--- config.mk ---
export PLATFORM = sky130hd
export DESIGN_NAME = cpu_exception_detect
export DESIGN_NICKNAME = d
export VERILOG_FILES = /design/src/exc_pkg.sv /design/src/cpu_exception_detect.sv /design/src/align_check.sv /design/src/div_check.sv
export SDC_FILE = /design/constraint.sdc
export NUM_CORES = 1
export LEC_CHECK = 0
export ABC_CLOCK_PERIOD_IN_PS = 2100
export BUFFER_PORTS_ARGS = -buffer_cell sky130_fd_sc_hd__buf_2
export CORE_AREA = 2 2 66 68
export DETAILED_ROUTE_END_ITERATION = 16
export DIE_AREA = 0 0 68 70
export PLACE_DENSITY = 0.77
export SETUP_SLACK_MARGIN = 0.5
export SYNTH_ARGS = -nofsm -noshare
export SYNTH_HDL_FRONTEND = slang
export SYNTH_HIERARCHICAL = 1
export SYNTH_SLANG_ARGS = --single-unit
--- constraint.sdc ---
create_clock -name core_clk -period 2.1 [get_ports core_clk]
set_input_delay 0.42 -clock core_clk [delete_from_list [all_inputs] [get_ports core_clk]]
set_output_delay 0.42 -clock core_clk [all_outputs]
set_load 0.01 [all_outputs]
--- src/exc_pkg.sv ---
//==========================================================================
// How it works
// - trap instruction raises software trap, vectored to general handler
// - break instruction is reported as break exception with break vector
// - valid but unimplemented instruction raises unimplemented exception
// - undefined opcode or extension raises illegal exception when checking is on
// - illegal checking forced on with MMU or MPU, build option otherwise
// - internally used undefined encodings never raise illegal exception
// - privileged instructions in user mode with MMU or MPU raise supervisor-only
// - user-mode fetch from supervisor-only range raises instruction address exception
// - user-mode load, store or flushda to supervisor data raises data exception
// - misaligned data checking forced on with MMU or MPU, optional otherwise
// - word needs four-byte, half-word two-byte alignment; bytes never misaligned
// - control transfer target not multiple of four raises misaligned destination
// - destination checking forced on with MMU or MPU, build option otherwise
// - divide by zero or most-negative by minus one raises division error
// - division error exists only with hardware divide
// - TLB miss with handling flag clear sets flag, fast TLB vector
// - TLB misses split into instruction and data kinds, kind flag readable
// - TLB miss with flag set is double miss, registers kept, general vector
// - TLB permission denial reports execute, read or write kind in cause
// - data cache management instructions never raise TLB permission violation
// - MPU no-match or denial raises region violation, instruction or data kind
// - taking exception with MMU or MPU clears user mode bit
// - with MMU, while handling flag set, exception registers are left unchanged
//==========================================================================
package exc_pkg;

    // priority: a lower code wins over a higher one
    typedef enum logic [4:0] {
        C_NONE          = 5'h00,
        C_FAST_TLB_I    = 5'h01,
        C_DOUBLE_TLB_I  = 5'h02,
        C_MPU_I         = 5'h03,
        C_SUPER_IADDR   = 5'h04,
        C_TLB_PERM_X    = 5'h05,
        C_ILLEGAL       = 5'h06,
        C_UNIMPL        = 5'h07,
        C_SUPER_INSTR   = 5'h08,
        C_TRAP          = 5'h09,
        C_BREAK         = 5'h0a,
        C_MISALIGN_DEST = 5'h0b,
        C_DIV_ERR       = 5'h0c,
        C_MISALIGN_DATA = 5'h0d,
        C_FAST_TLB_D    = 5'h0e,
        C_DOUBLE_TLB_D  = 5'h0f,
        C_SUPER_DADDR   = 5'h10,
        C_TLB_PERM_R    = 5'h11,
        C_TLB_PERM_W    = 5'h12,
        C_MPU_D         = 5'h13
    } cause_t;

    localparam int NUM_CAUSE = 20;

    typedef enum logic [1:0] {
        VEC_NONE     = 2'h0,
        VEC_GENERAL  = 2'h1,
        VEC_FAST_TLB = 2'h2,
        VEC_BREAK    = 2'h3
    } vector_t;

    typedef enum logic [1:0] {
        SZ_BYTE = 2'h0,
        SZ_HALF = 2'h1,
        SZ_WORD = 2'h2
    } size_t;

    localparam logic [1:0]  WORD_ALIGN_MASK = 2'h3;
    localparam logic [1:0]  HALF_ALIGN_MASK = 2'h1;
    localparam logic [31:0] DIV_ZERO        = 32'h0000_0000;
    localparam logic [31:0] DIV_MOST_NEG    = 32'h8000_0000;
    localparam logic [31:0] DIV_MINUS_ONE   = 32'hffff_ffff;

    // one issued instruction from decode and execute
    typedef struct packed {
        logic        valid;
        logic        is_trap;
        logic        is_break;
        logic        is_unimpl;
        logic        is_undef;
        logic        is_internal;
        logic        is_priv;
        logic        is_load;
        logic        is_store;
        logic        is_initda;
        logic        is_flushda;
        logic        is_dcache_mgmt;
        logic        is_ctl_xfer;
        logic        is_div;
        logic        is_signed_div;
        size_t       size;
        logic [31:0] data_addr;
        logic [31:0] dest_addr;
        logic [31:0] dividend;
        logic [31:0] divisor;
    } instr_req_t;

    // lookup results from the translation or protection unit
    typedef struct packed {
        logic fetch_super;
        logic data_super;
        logic itlb_miss;
        logic dtlb_miss;
        logic itlb_deny;
        logic dtlb_deny;
        logic mpu_i_deny;
        logic mpu_d_deny;
    } mem_chk_t;

endpackage : exc_pkg

--- src/cpu_exception_detect.sv ---
`timescale 1ns/10ps
`default_nettype none
module cpu_exception_detect
    import exc_pkg::*;
#(
    parameter bit HAS_MMU           = 1'b0,
    parameter bit HAS_MPU           = 1'b0,
    parameter bit HAS_HW_DIV        = 1'b1,
    parameter bit ILLEGAL_CHECK_OPT = 1'b0,
    parameter bit ALIGN_DATA_OPT    = 1'b0,
    parameter bit ALIGN_DEST_OPT    = 1'b0,
    parameter bit DIV_CHECK_OPT     = 1'b1
) (
    input  wire logic       core_clk,
    input  wire logic       rst_n,
    input  wire instr_req_t req,
    input  wire mem_chk_t   mem,
    input  wire logic       user_mode,
    input  wire logic       exception_handling_flag,
    output var  logic       exc_take_r,
    output var  cause_t     exc_cause_r,
    output var  vector_t    exc_vector_r,
    output var  logic       set_handling_flag_r,
    output var  logic       clear_user_mode_r,
    output var  logic       write_exc_regs_r,
    output var  logic       tlb_miss_data_r
);

    //======================================================================
    // build-time gating
    //======================================================================
    // protection hardware forces the illegal and alignment checks on; the division check stays optional
    localparam bit PROT_ON    = HAS_MMU | HAS_MPU;
    localparam bit ILLEGAL_ON = PROT_ON | ILLEGAL_CHECK_OPT;
    localparam bit DATA_AL_ON = PROT_ON | ALIGN_DATA_OPT;
    localparam bit DEST_AL_ON = PROT_ON | ALIGN_DEST_OPT;
    localparam bit DIV_ON     = HAS_HW_DIV & DIV_CHECK_OPT;

    //======================================================================
    // priority pick
    //======================================================================
    // lowest set code wins, so the enum order is the priority order
    function automatic cause_t pick_cause(input logic [NUM_CAUSE-1:0] hits);
        cause_t r;
        r = C_NONE;
        for (int i = NUM_CAUSE - 1; i > 0; i--) begin
            if (hits[i]) begin
                r = cause_t'(i[4:0]);
            end
        end
        return r;
    endfunction : pick_cause

    function automatic logic is_fast_tlb(input cause_t c);
        return (c == C_FAST_TLB_I) || (c == C_FAST_TLB_D);
    endfunction : is_fast_tlb

    function automatic logic is_tlb_miss(input cause_t c);
        return is_fast_tlb(c) || (c == C_DOUBLE_TLB_I) || (c == C_DOUBLE_TLB_D);
    endfunction : is_tlb_miss

    //======================================================================
    // sub-checks
    //======================================================================
    logic data_access;
    logic data_mis;
    logic dest_mis;
    logic div_err;

    assign data_access = req.is_load | req.is_store | req.is_initda | req.is_flushda;

    align_check u_data_align (
        .enable     (DATA_AL_ON && req.valid && (req.is_load || req.is_store)),
        .size       (req.size),
        .addr_lo    (req.data_addr[1:0]),
        .misaligned (data_mis)
    );

    align_check u_dest_align (
        .enable     (DEST_AL_ON && req.valid && req.is_ctl_xfer),
        .size       (SZ_WORD),
        .addr_lo    (req.dest_addr[1:0]),
        .misaligned (dest_mis)
    );

    div_check u_div (
        .enable    (DIV_ON && req.valid && req.is_div),
        .is_signed (req.is_signed_div),
        .dividend  (req.dividend),
        .divisor   (req.divisor),
        .div_err   (div_err)
    );

    //======================================================================
    // condition collection
    //======================================================================
    logic [NUM_CAUSE-1:0] hits;
    logic                 imiss;
    logic                 dmiss;

    always_comb begin
        hits  = '0;
        imiss = HAS_MMU && req.valid && mem.itlb_miss;
        dmiss = HAS_MMU && req.valid && mem.dtlb_miss && data_access;
        hits[C_FAST_TLB_I]    = imiss && !exception_handling_flag;
        hits[C_DOUBLE_TLB_I]  = imiss && exception_handling_flag;
        hits[C_MPU_I]         = HAS_MPU && req.valid && mem.mpu_i_deny;
        hits[C_SUPER_IADDR]   = HAS_MMU && req.valid && user_mode
                                && mem.fetch_super;
        hits[C_TLB_PERM_X]    = HAS_MMU && req.valid && mem.itlb_deny;
        hits[C_ILLEGAL]       = ILLEGAL_ON && req.valid && req.is_undef
                                && !req.is_internal;
        hits[C_UNIMPL]        = req.valid && req.is_unimpl;
        hits[C_SUPER_INSTR]   = PROT_ON && req.valid && user_mode
                                && req.is_priv;
        hits[C_TRAP]          = req.valid && req.is_trap;
        hits[C_BREAK]         = req.valid && req.is_break;
        hits[C_MISALIGN_DEST] = dest_mis;
        hits[C_DIV_ERR]       = div_err;
        hits[C_MISALIGN_DATA] = data_mis;
        hits[C_FAST_TLB_D]    = dmiss && !exception_handling_flag;
        hits[C_DOUBLE_TLB_D]  = dmiss && exception_handling_flag;
        hits[C_SUPER_DADDR]   = HAS_MMU && req.valid && user_mode && mem.data_super
                                && (req.is_load || req.is_store || req.is_flushda);
        // cache management ignores page permissions
        hits[C_TLB_PERM_R]    = HAS_MMU && req.valid && mem.dtlb_deny && req.is_load
                                && !req.is_dcache_mgmt;
        hits[C_TLB_PERM_W]    = HAS_MMU && req.valid && mem.dtlb_deny && req.is_store
                                && !req.is_dcache_mgmt;
        hits[C_MPU_D]         = HAS_MPU && req.valid && mem.mpu_d_deny
                                && data_access;
    end

    //======================================================================
    // result registers
    //======================================================================
    cause_t  exc_cause_nxt;
    vector_t exc_vector_nxt;
    logic    exc_take_nxt;
    logic    set_handling_flag_nxt;
    logic    clear_user_mode_nxt;
    logic    write_exc_regs_nxt;
    logic    tlb_miss_data_nxt;

    always_comb begin
        exc_cause_nxt         = pick_cause(hits);
        exc_take_nxt          = (exc_cause_nxt != C_NONE);
        exc_vector_nxt        = VEC_NONE;
        if (is_fast_tlb(exc_cause_nxt)) begin
            exc_vector_nxt = VEC_FAST_TLB;
        end else if (exc_cause_nxt == C_BREAK) begin
            exc_vector_nxt = VEC_BREAK;
        end else if (exc_take_nxt) begin
            exc_vector_nxt = VEC_GENERAL;
        end
        set_handling_flag_nxt = is_fast_tlb(exc_cause_nxt);
        clear_user_mode_nxt   = PROT_ON && exc_take_nxt;
        // a nested fault must not overwrite the state of the first one
        write_exc_regs_nxt    = exc_take_nxt
                                && !(HAS_MMU && exception_handling_flag);
        tlb_miss_data_nxt     = tlb_miss_data_r;
        if (is_tlb_miss(exc_cause_nxt)) begin
            tlb_miss_data_nxt = (exc_cause_nxt == C_FAST_TLB_D)
                                || (exc_cause_nxt == C_DOUBLE_TLB_D);
        end
    end

    always_ff @(posedge core_clk) begin
        if (!rst_n) begin
            exc_take_r          <= 1'b0;
            exc_cause_r         <= C_NONE;
            exc_vector_r        <= VEC_NONE;
            set_handling_flag_r <= 1'b0;
            clear_user_mode_r   <= 1'b0;
            write_exc_regs_r    <= 1'b0;
            tlb_miss_data_r     <= 1'b0;
        end else begin
            exc_take_r          <= exc_take_nxt;
            exc_cause_r         <= exc_cause_nxt;
            exc_vector_r        <= exc_vector_nxt;
            set_handling_flag_r <= set_handling_flag_nxt;
            clear_user_mode_r   <= clear_user_mode_nxt;
            write_exc_regs_r    <= write_exc_regs_nxt;
            tlb_miss_data_r     <= tlb_miss_data_nxt;
        end
    end
endmodule : cpu_exception_detect
`default_nettype wire

--- src/align_check.sv ---
`timescale 1ns/10ps
`default_nettype none
module align_check
    import exc_pkg::*;
(
    input  wire logic        enable,
    input  wire size_t       size,
    input  wire logic [1:0]  addr_lo,
    output logic             misaligned
);
    //======================================================================
    // alignment test
    //======================================================================
    always_comb begin
        misaligned = 1'b0;
        if (enable) begin
            if (size == SZ_WORD) begin
                misaligned = |(addr_lo & WORD_ALIGN_MASK);
            end else if (size == SZ_HALF) begin
                misaligned = |(addr_lo & HALF_ALIGN_MASK);
            end
        end
    end
endmodule : align_check
`default_nettype wire

--- src/div_check.sv ---
`timescale 1ns/10ps
`default_nettype none
module div_check
    import exc_pkg::*;
(
    input  wire logic        enable,
    input  wire logic        is_signed,
    input  wire logic [31:0] dividend,
    input  wire logic [31:0] divisor,
    output logic             div_err
);
    //======================================================================
    // unrepresentable quotient
    //======================================================================
    always_comb begin
        div_err = 1'b0;
        if (enable) begin
            if (divisor == DIV_ZERO) begin
                div_err = 1'b1;
            end else if (is_signed && dividend == DIV_MOST_NEG
                         && divisor == DIV_MINUS_ONE) begin
                div_err = 1'b1;
            end
        end
    end
endmodule : div_check
`default_nettype wire

# Word level (Yosys, flattened, before mapping)
# Index checks and enable logic that the tools add are counted.
[op_classes] n_eq_ne=7 bitwise=1 muxes=10 n_reduce_logical=13
[ops] operator="== test 32 bit, second input constant" n=2
[ops] operator="logical NOT 32 bit" n=1
[ops] operator="== test 5 x 4 -> 1 bit, second input constant" n=3
[ops] operator="two-way mux 5 bit" n=2
[ops] operator="two-way mux 4 bit" n=2
[ops] operator="logical AND 1 bit" n=6
[ops] operator="== test 5 x 1 -> 1 bit, second input constant" n=1
[ops] operator="== test 5 x 2 -> 1 bit, second input constant" n=1
[ops] operator="nonzero test 5 bit" n=1
[ops] operator="logical OR 1 bit" n=4
[ops] operator="two-way mux 1 bit" n=4
[ops] operator="two-way mux 2 bit" n=2
[ops] operator="OR reduction 2 bit" n=1
[ops] operator="inverter 1 bit" n=1
[word_totals] ff_bits=10 output_inout_bits=12

# Longest topological paths before layout
# Gate-level depths: netlist of the first run.
[logic_depth] depth_word=14 mapped_depth=9 ltp_nobuf=8

# Hierarchy
# The synthesis of the first run kept the hierarchy.
[by_module_without_submodules] mod="cpu_exception_detect" area_per_inst_um2=364.1 instances=1 cells_per_inst=38
[by_module_without_submodules] mod="div_check" area_per_inst_um2=235.2 instances=1 cells_per_inst=37
[by_module_without_submodules] mod="align_check" area_per_inst_um2=26.3 instances=2 cells_per_inst=4

# Worst setup path after synthesis of the first run
# Ideal clock, no wire load.
[synth_timing] kind="input-to-reg" start="input req[62] (netlist bit)" end="register exc_vector_r[0]" setup_time_ns=0.076 path_buffers=0 arrival_ns=1.641 setup_slack_ns=0.383 cell_stages=6 path_cell_list="nand4b_1 > or4_1 > nor4_2 > a22o_1 > nor3_1 > a21boi_0"
[synth_between] elab_chain_cells=13 elab_cells_between_ends=18 classes_between="eq/ne: 4; mux: 9; reduce/logical: 5"
[synth_rtl] element="start, declared" line="cpu_exception_detect.sv:16" rtl="input wire instr_req_t req,"
[synth_rtl] element="== test 32 bit *" line="div_check.sv:20" rtl="end else if (is_signed && dividend == DIV_MOST_NEG"
[synth_rtl] element="logical AND 1 bit *" line="div_check.sv:20"
[synth_rtl] element="logical AND 1 bit *" line="div_check.sv:21" rtl="&& divisor == DIV_MINUS_ONE) begin"
[synth_rtl] element="two-way mux 1 bit *" line="div_check.sv:20"
[synth_rtl] element="two-way mux 1 bit *" line="div_check.sv:18" rtl="if (divisor == DIV_ZERO) begin"
[synth_rtl] element="two-way mux 1 bit *" line="div_check.sv:17" rtl="if (enable) begin"
[synth_rtl] element="via div_err" line="cpu_exception_detect.sv:68" rtl="logic div_err;"
[synth_rtl] element="two-way mux 4 bit * (2 in a row)" line="cpu_exception_detect.sv:47" rtl="if (hits[i]) begin"
[synth_rtl] element="two-way mux 5 bit * (2 in a row)" line="cpu_exception_detect.sv:47"
[synth_rtl] element="nonzero test 5 bit, or another cell as far along" line="cpu_exception_detect.sv:147" rtl="exc_take_nxt = (exc_cause_nxt != C_NONE);"
[synth_rtl] element="two-way mux 1 bit or logical OR 1 bit (tied branches)" line="cpu_exception_detect.sv:153, cpu_exception_detect.sv:55"
[synth_rtl] element="two-way mux 2 bit or OR reduction 2 bit (tied branches)"
[synth_rtl] element="end signal, assigned" line="cpu_exception_detect.sv:180" rtl="exc_vector_r <= exc_vector_nxt;"
[synth_rtl] element="end, declared" line="cpu_exception_detect.sv:22" rtl="output var vector_t exc_vector_r,"
# Mark *: on every way through the listed nets, which the timed path passes. The rest lies on a longest branch.
# A chain may end at the register's enable or synchronous reset.

# Final worst setup path of the first run
# Same ends and word-level chain as after synthesis.

==> results of run 1 <==
## routing by layer
metal / vias up / global-route usage / wire length (µm)
met3: 0 / 0.00483 / 280
met2: 59 / 0.183 / 1220
met1: 457 / 0.134 / 1120
met4: 0 / 0.0133 / 0
li1: 516 / - / -
met5: - / 0 / 0
## state kept, by name, summed over array words and instances (netlist names)
register             flops
tlb_miss_data_r          1
exc_cause_r              4
set_handling_flag_r      1
exc_vector_r             2
write_exc_regs_r         1
## layout make-up
class,count,area [µm²]
clock buffers,4,45.0
fillers,460,2840
inverters,1,3.75
multi-input cells,78,509
flip-flops and latches,9,180
well taps,52,65.1
repair buffers,89,500
## cell usage after synthesis, drive strengths merged, types with 3 or more instances
cell / count / share of area
dfxtp: 9 / 0.28
nor4: 14 / 0.14
nand4b: 4 / 0.054
buf: 4 / 0.052
o21ai: 5 / 0.038
nor3: 3 / 0.023
nand2: 7 / 0.040
a21boi: 3 / 0.035
nand4: 10 / 0.096
nor2: 4 / 0.023
## power by group
part	switching, µW	leakage (µW)	internal (µW)
combinational	75.1	0.000531	92.4
clock	57.7	0.0000228	131
sequential	2.96	0.0000746	182
## cell families (layout without fill, tap and decap cells)
group	after synthesis	count (layout)	share of synthesized area
AOI/OAI and AO/OA	14	14	0.144
other	2	11	0.0115
buffers and inverters	5	94	0.0576
xor gates and xnor gates	2	2	0.0269
DFF	9	9	0.276
and+or+nand+nor	51	51	0.484
## through the flow
stage               cells  total power (µW)  area, µm²
CTS                   233               539       1270
global placement      227               334       1150
finish                233               542       1300
detailed placement    227               336       1150
global route          233               574       1300
floorplan              92               241        686
## worst max-delay path, cell delays in order
cell and delay, ns:
buf_6 0.09, nand4b_1 0.18, or4_4 0.45, nor4_4 0.27
a22o_2 0.24, nor3_4 0.06, a21boi_1 0.15
## final timing paths
path / startpoint / to / slack (ns)
min: req[143] / exc_vector_r[1] / 0.43
min reg2reg: tlb_miss_data_r / tlb_miss_data_r / 0.46
max: req[62] / exc_vector_r[0] / 0.40
max reg2reg: tlb_miss_data_r / tlb_miss_data_r / 1.57
## timing repair
action | 4_1_cts | 5_1_grt
setup buffers | 2 | 0
gates resized for setup | 11 | 7
pin swaps | 4 | 4
setup endpoints to repair | 4 | 4
==> flow_summary.ini, run 1 <==
[floorplanning]
die_h_um = 70
die-area_um2 = 4760
coreArea_um2 = 4140
die_w_um = 68
rows = 24
ioPinCount = 169
start_util = 0.157

[worst_setup_path]
reg2reg_depth = 1
path_max_fanout = 3
arrival_ns = 1.85
critPathLaunchType = input pin
crit_required_ns = 2.25
cp-end-kind = flop
criticalPathCategory = input pin to flop

[clock_tree]
cts_hold_buf = 0
clock_path_buffers = 2
cts_tree = yes
path_clk_slew_ns = 0.04
h-tree-depth = 1
clkLatencyLatePin_ns = 0.22
cts_buffers = 3
cts_sinks = 9
root_buffer = clkbuf_8

[timing]
setup_viol = 0
final-hold-violation-count = 0
setup_tns_ns = 0
hold_slack_ns = 0.428
fmax_mhz = 589
fin_skew_ns = 0
period_needed_ns = 1.70
finalCritPeriodShare = 0.809
slew_viol_final = 0
rsz0062_at_grt = true
worst_slack_ns = 0.402

[run_status]
status = completed

[finish]
layout_common_cells = buf_2, nor4_1, conb_1
drive_gt1_frac = 0.569
syn_to_final_growth_pct = 100
layout.nets = 339
utilization = 0.315
mostFrequentLayoutCell = buf_2
antenna_cells = 0

[global_routing]
grt_max_degree = 10
antenna_found_initial = 0
grt_pass1_wl_mm = 3.84
grt_usage = 0.102
grt-ovfl-total = 0
grt_pass1_vias = 943

[placement]
hpwl_mm = 2.19
gp_congestion = 0.810
numPortBuffers = 87
pre_cts_ws_ns = 0.148

[worst_hold_path]
hp-class = input pin to flop
hold_path_depth = 2

[yosys]
ys_warn_count = 6
syn_area_um2 = 652
synth_edf_count = 0
netlist-cell-type-count = 30
synth-main-ff-cell = dfxtp_1
synthCells = 83
ys_seq_elements = 9
syn_area_per_cell_um2 = 7.85
ys_async_sr_fraction = 0
seq_area_frac_synth = 0.276

[route]
antenna_left = 0
post-route-drc-count = 0
drt_first_iter_violations = 49
viasPerCell = 4.43
firstDrtPassIters = 4
vias = 1032
wl_mm = 2.62
post_drt_wl_per_cell_um = 11.3

[power_and_ir_drop]
p_per_area_nw_per_um2 = 416
ir_drop_uv = 150
cellLeakagePower_uw = 0.000628

[run]
maxCapViolations = 0
Note: power is estimated with default switching activity, not from simulation.
==> inputs of run 2 (changes only) <==
--- a/config.mk
+++ b/config.mk
@@ -5,12 +5,13 @@
 export SDC_FILE = /design/constraint.sdc
 export NUM_CORES = 1
 export LEC_CHECK = 0
-export ABC_CLOCK_PERIOD_IN_PS = 2100
+export ABC_AREA = 1
+export ABC_CLOCK_PERIOD_IN_PS = 1600
 export BUFFER_PORTS_ARGS = -buffer_cell sky130_fd_sc_hd__buf_2
 export CORE_AREA = 2 2 66 68
 export DETAILED_ROUTE_END_ITERATION = 16
 export DIE_AREA = 0 0 68 70
-export PLACE_DENSITY = 0.77
+export PLACE_DENSITY = 0.8
 export SETUP_SLACK_MARGIN = 0.5
 export SYNTH_ARGS = -nofsm -noshare
 export SYNTH_HDL_FRONTEND = slang
==> constraint.sdc (replaced) <==
create_clock -name core_clk -period 1.6 [get_ports core_clk]
set_input_delay 0.32 -clock core_clk [delete_from_list [all_inputs] [get_ports core_clk]]
set_output_delay 0.32 -clock core_clk [all_outputs]
set_load 0.01 [all_outputs]
==> flow_summary.ini, run 2 <==
[run_status]
status = completed

[yosys]
ys_async_sr_fraction = 0
synth_largest_area_cell = dfxtp_1
syn_area_um2 = 788
ys_warn_count = 6
synth-simple-area-share = 0.568
synth-main-ff-cell = dfxtp_1
yosys.area_share.adder = 0
synth_area_leaders = dfxtp_1, nor2_1, nand2_1, inv_1, nand4_1
synth_common_cells = nor2_1, nand2_1, inv_1
synth-compound-area-share = 0.0556
synth_top_area_share = 0.229
synth_top_family_by_area = simple AND/OR/NAND/NOR gates
synth_xor_area_frac = 0
yosysMostFrequentCell = nor2_1
netlist-cell-type-count = 17
syn_area_per_cell_um2 = 5.15
synthCells = 153
seq_area_frac_synth = 0.229
synth_edf_count = 0
synth_mux_area_frac = 0
ys_seq_elements = 9

[route]
drt_first_iter_violations = 22
wl_mm = 2.24
viasPerCell = 3.81
antenna_left = 0
firstDrtPassIters = 4
vias = 1142
post-route-drc-count = 0
post_drt_wl_per_cell_um = 7.48

[finish]
syn_to_final_growth_pct = 71.0
regMostFlops = exc_cause_r
layout_common_cells = buf_2, nor2_1, nand2_1
top_regs = exc_cause_r x4, exc_vector_r x2
antenna_cells = 0
drive_gt1_frac = 0.395
layout.nets = 406
mostFrequentLayoutCell = buf_2
layoutNonFillerInstCount = 300
fillCellCount = 474
fin_area_um2 = 1350
largest_reg_flops = 4

[floorplanning]
start_util = 0.190
die_h_um = 70
rows = 24
ioPinCount = 169
die_w_um = 68
die-area_um2 = 4760
coreArea_um2 = 4140

[timing]
finalCritPeriodShare = 0.818
rsz0062_at_grt = true
final-hold-violation-count = 0
setup_viol = 0
worst_slack_ns = 0.292
fmax_mhz = 764
slew_viol_final = 0
period_needed_ns = 1.31
fin_skew_ns = 0

[worst_setup_path]
criticalPathCategory = input pin to flop
crit_chain = buf_6, or2_1, nor2_1, nand2_1, nor2_2, nand3_1, a21oi_2, nor2_1, nand2_1, nor2_2, a21oi_1
crit_required_ns = 1.76
slowest_stage = or2_1
worstReg2RegEnd = tlb_miss_data_r
timing.rr.start = tlb_miss_data_r
cp-end-kind = flop
r2r_setup_slack_ns = 1.12
critPathLaunchType = input pin
arrival_ns = 1.47
slowest_delay_ns = 0.21
reg2reg_depth = 2
path_max_fanout = 3

[worst_hold_path]
hp-start = rst_n
hp-class = input pin to flop
hold_end = tlb_miss_data_r
hold_path_depth = 3

[global_routing]
grt_pass1_wl_mm = 3.68
grt_max_degree = 7
antenna_found_initial = 0
grt_usage = 0.0953
grt-ovfl-total = 0
grt_pass1_vias = 1014

[clock_tree]
cts_sinks = 9
cts_buffers = 3
path_clk_slew_ns = 0.04
clkLatencyLatePin_ns = 0.23
cts_tree = yes
root_buffer = clkbuf_8
cts_setup_buffers = 0
cts_hold_buf = 0
clock_path_buffers = 2
h-tree-depth = 1

[power_and_ir_drop]
pwr-share-clk = 0.355
p_sw_frac = 0.268
finalPower_uw = 720
p_sw_uw = 193
ir_drop_uv = 145
p_per_area_nw_per_um2 = 534
combPwrFrac = 0.307
cellLeakagePower_uw = 0.000803
seqPwrFrac = 0.338
p_int_uw = 527

[placement]
placed_cell_area_um2 = 1290
numPortBuffers = 87
post-place-cells = 296
gp_congestion = 0.690
pre_cts_ws_ns = -0.0248
hpwl_mm = 2.04

[run]
maxCapViolations = 0
[run 2: cell count changes after synthesis, moves of 3 or more]
cell	delta
o21ai_0	-3
nand4b_1	-4
nor2_1	+43
nand4_1	-4
a21oi_1	+5
nand2_1	+37
inv_1	+21
nor4_1	-13
[run 2: stage by stage]
step | TNS [ns] | hold WS [ns] | util
after floorplan | 0 | 0.418 | -
after global placement | 0 | 0.412 | 0.312
after detailed placement | -0.0248 | 0.423 | 0.312
after CTS | 0 | 0.311 | 0.325
after global routing | 0 | 0.352 | 0.325
final | 0 | 0.309 | 0.325
[run 2: how the worst max path moves through the flow]
stage	from	to
global placement	req[33]	exc_cause_r[2]
CTS	req[33]	exc_vector_r[0]
floorplan	req[33]	exc_cause_r[2]
detailed placement	req[33]	write_exc_regs_r
finish	req[33]	exc_vector_r[0]
global route	req[33]	exc_cause_r[2]
[run 2: kinds of logic (layout without fill, tap and decap cells)]
| group | Yosys count | in the layout |
|---|---|---|
| compound gates | 8 | 8 |
| other cells | 2 | 9 |
| buf+inv | 26 | 114 |
| flops | 9 | 9 |
| simple gates | 108 | 108 |
[run 2: final cells by class]
cell class,instances,area [µm²],share of cell area
Clock buffer,4,45.0,0.0334
Inverter,23,86.3,0.0641
Multi-Input combinational cell,125,529,0.393
Sequential cell,9,180,0.134
Tap cell,52,65.1,0.0483
Timing Repair Buffer,87,442,0.328
[run 2: metal layers]
layer	global-route usage	vias up	part of all wire
li1	-	638	-
met1	0.106	447	0.41
met2	0.177	54	0.49
met3	0.0129	3	0.086
met4	0.0333	0	0.013
met5	0	-	0
[run 2: worst max-delay path, delay by kind of cell]
| kind | cells | cell delay [ns] |
|---|---|---|
| buffers and inverters | 1 | 0.09 |
| AOI/OAI and AO/OA | 2 | 0.27 |
| and+or+nand+nor | 8 | 0.79 |
[run 2: power by group through the flow]
stage	registers [µW]	clock network [µW]	logic, µW
6_report	243	256	221
4_1_cts	244	267	221
5_1_grt	245	278	256
2_1_floorplan	256	0	88.4
3_5_place_dp	248	0	217
3_3_place_gp	247	0	213
[run 2: what timing repair did]
item / in CTS / in global routing
gates resized for setup: 2 / 0
setup endpoints to repair: 4 / 4
pin swaps: 1 / 0
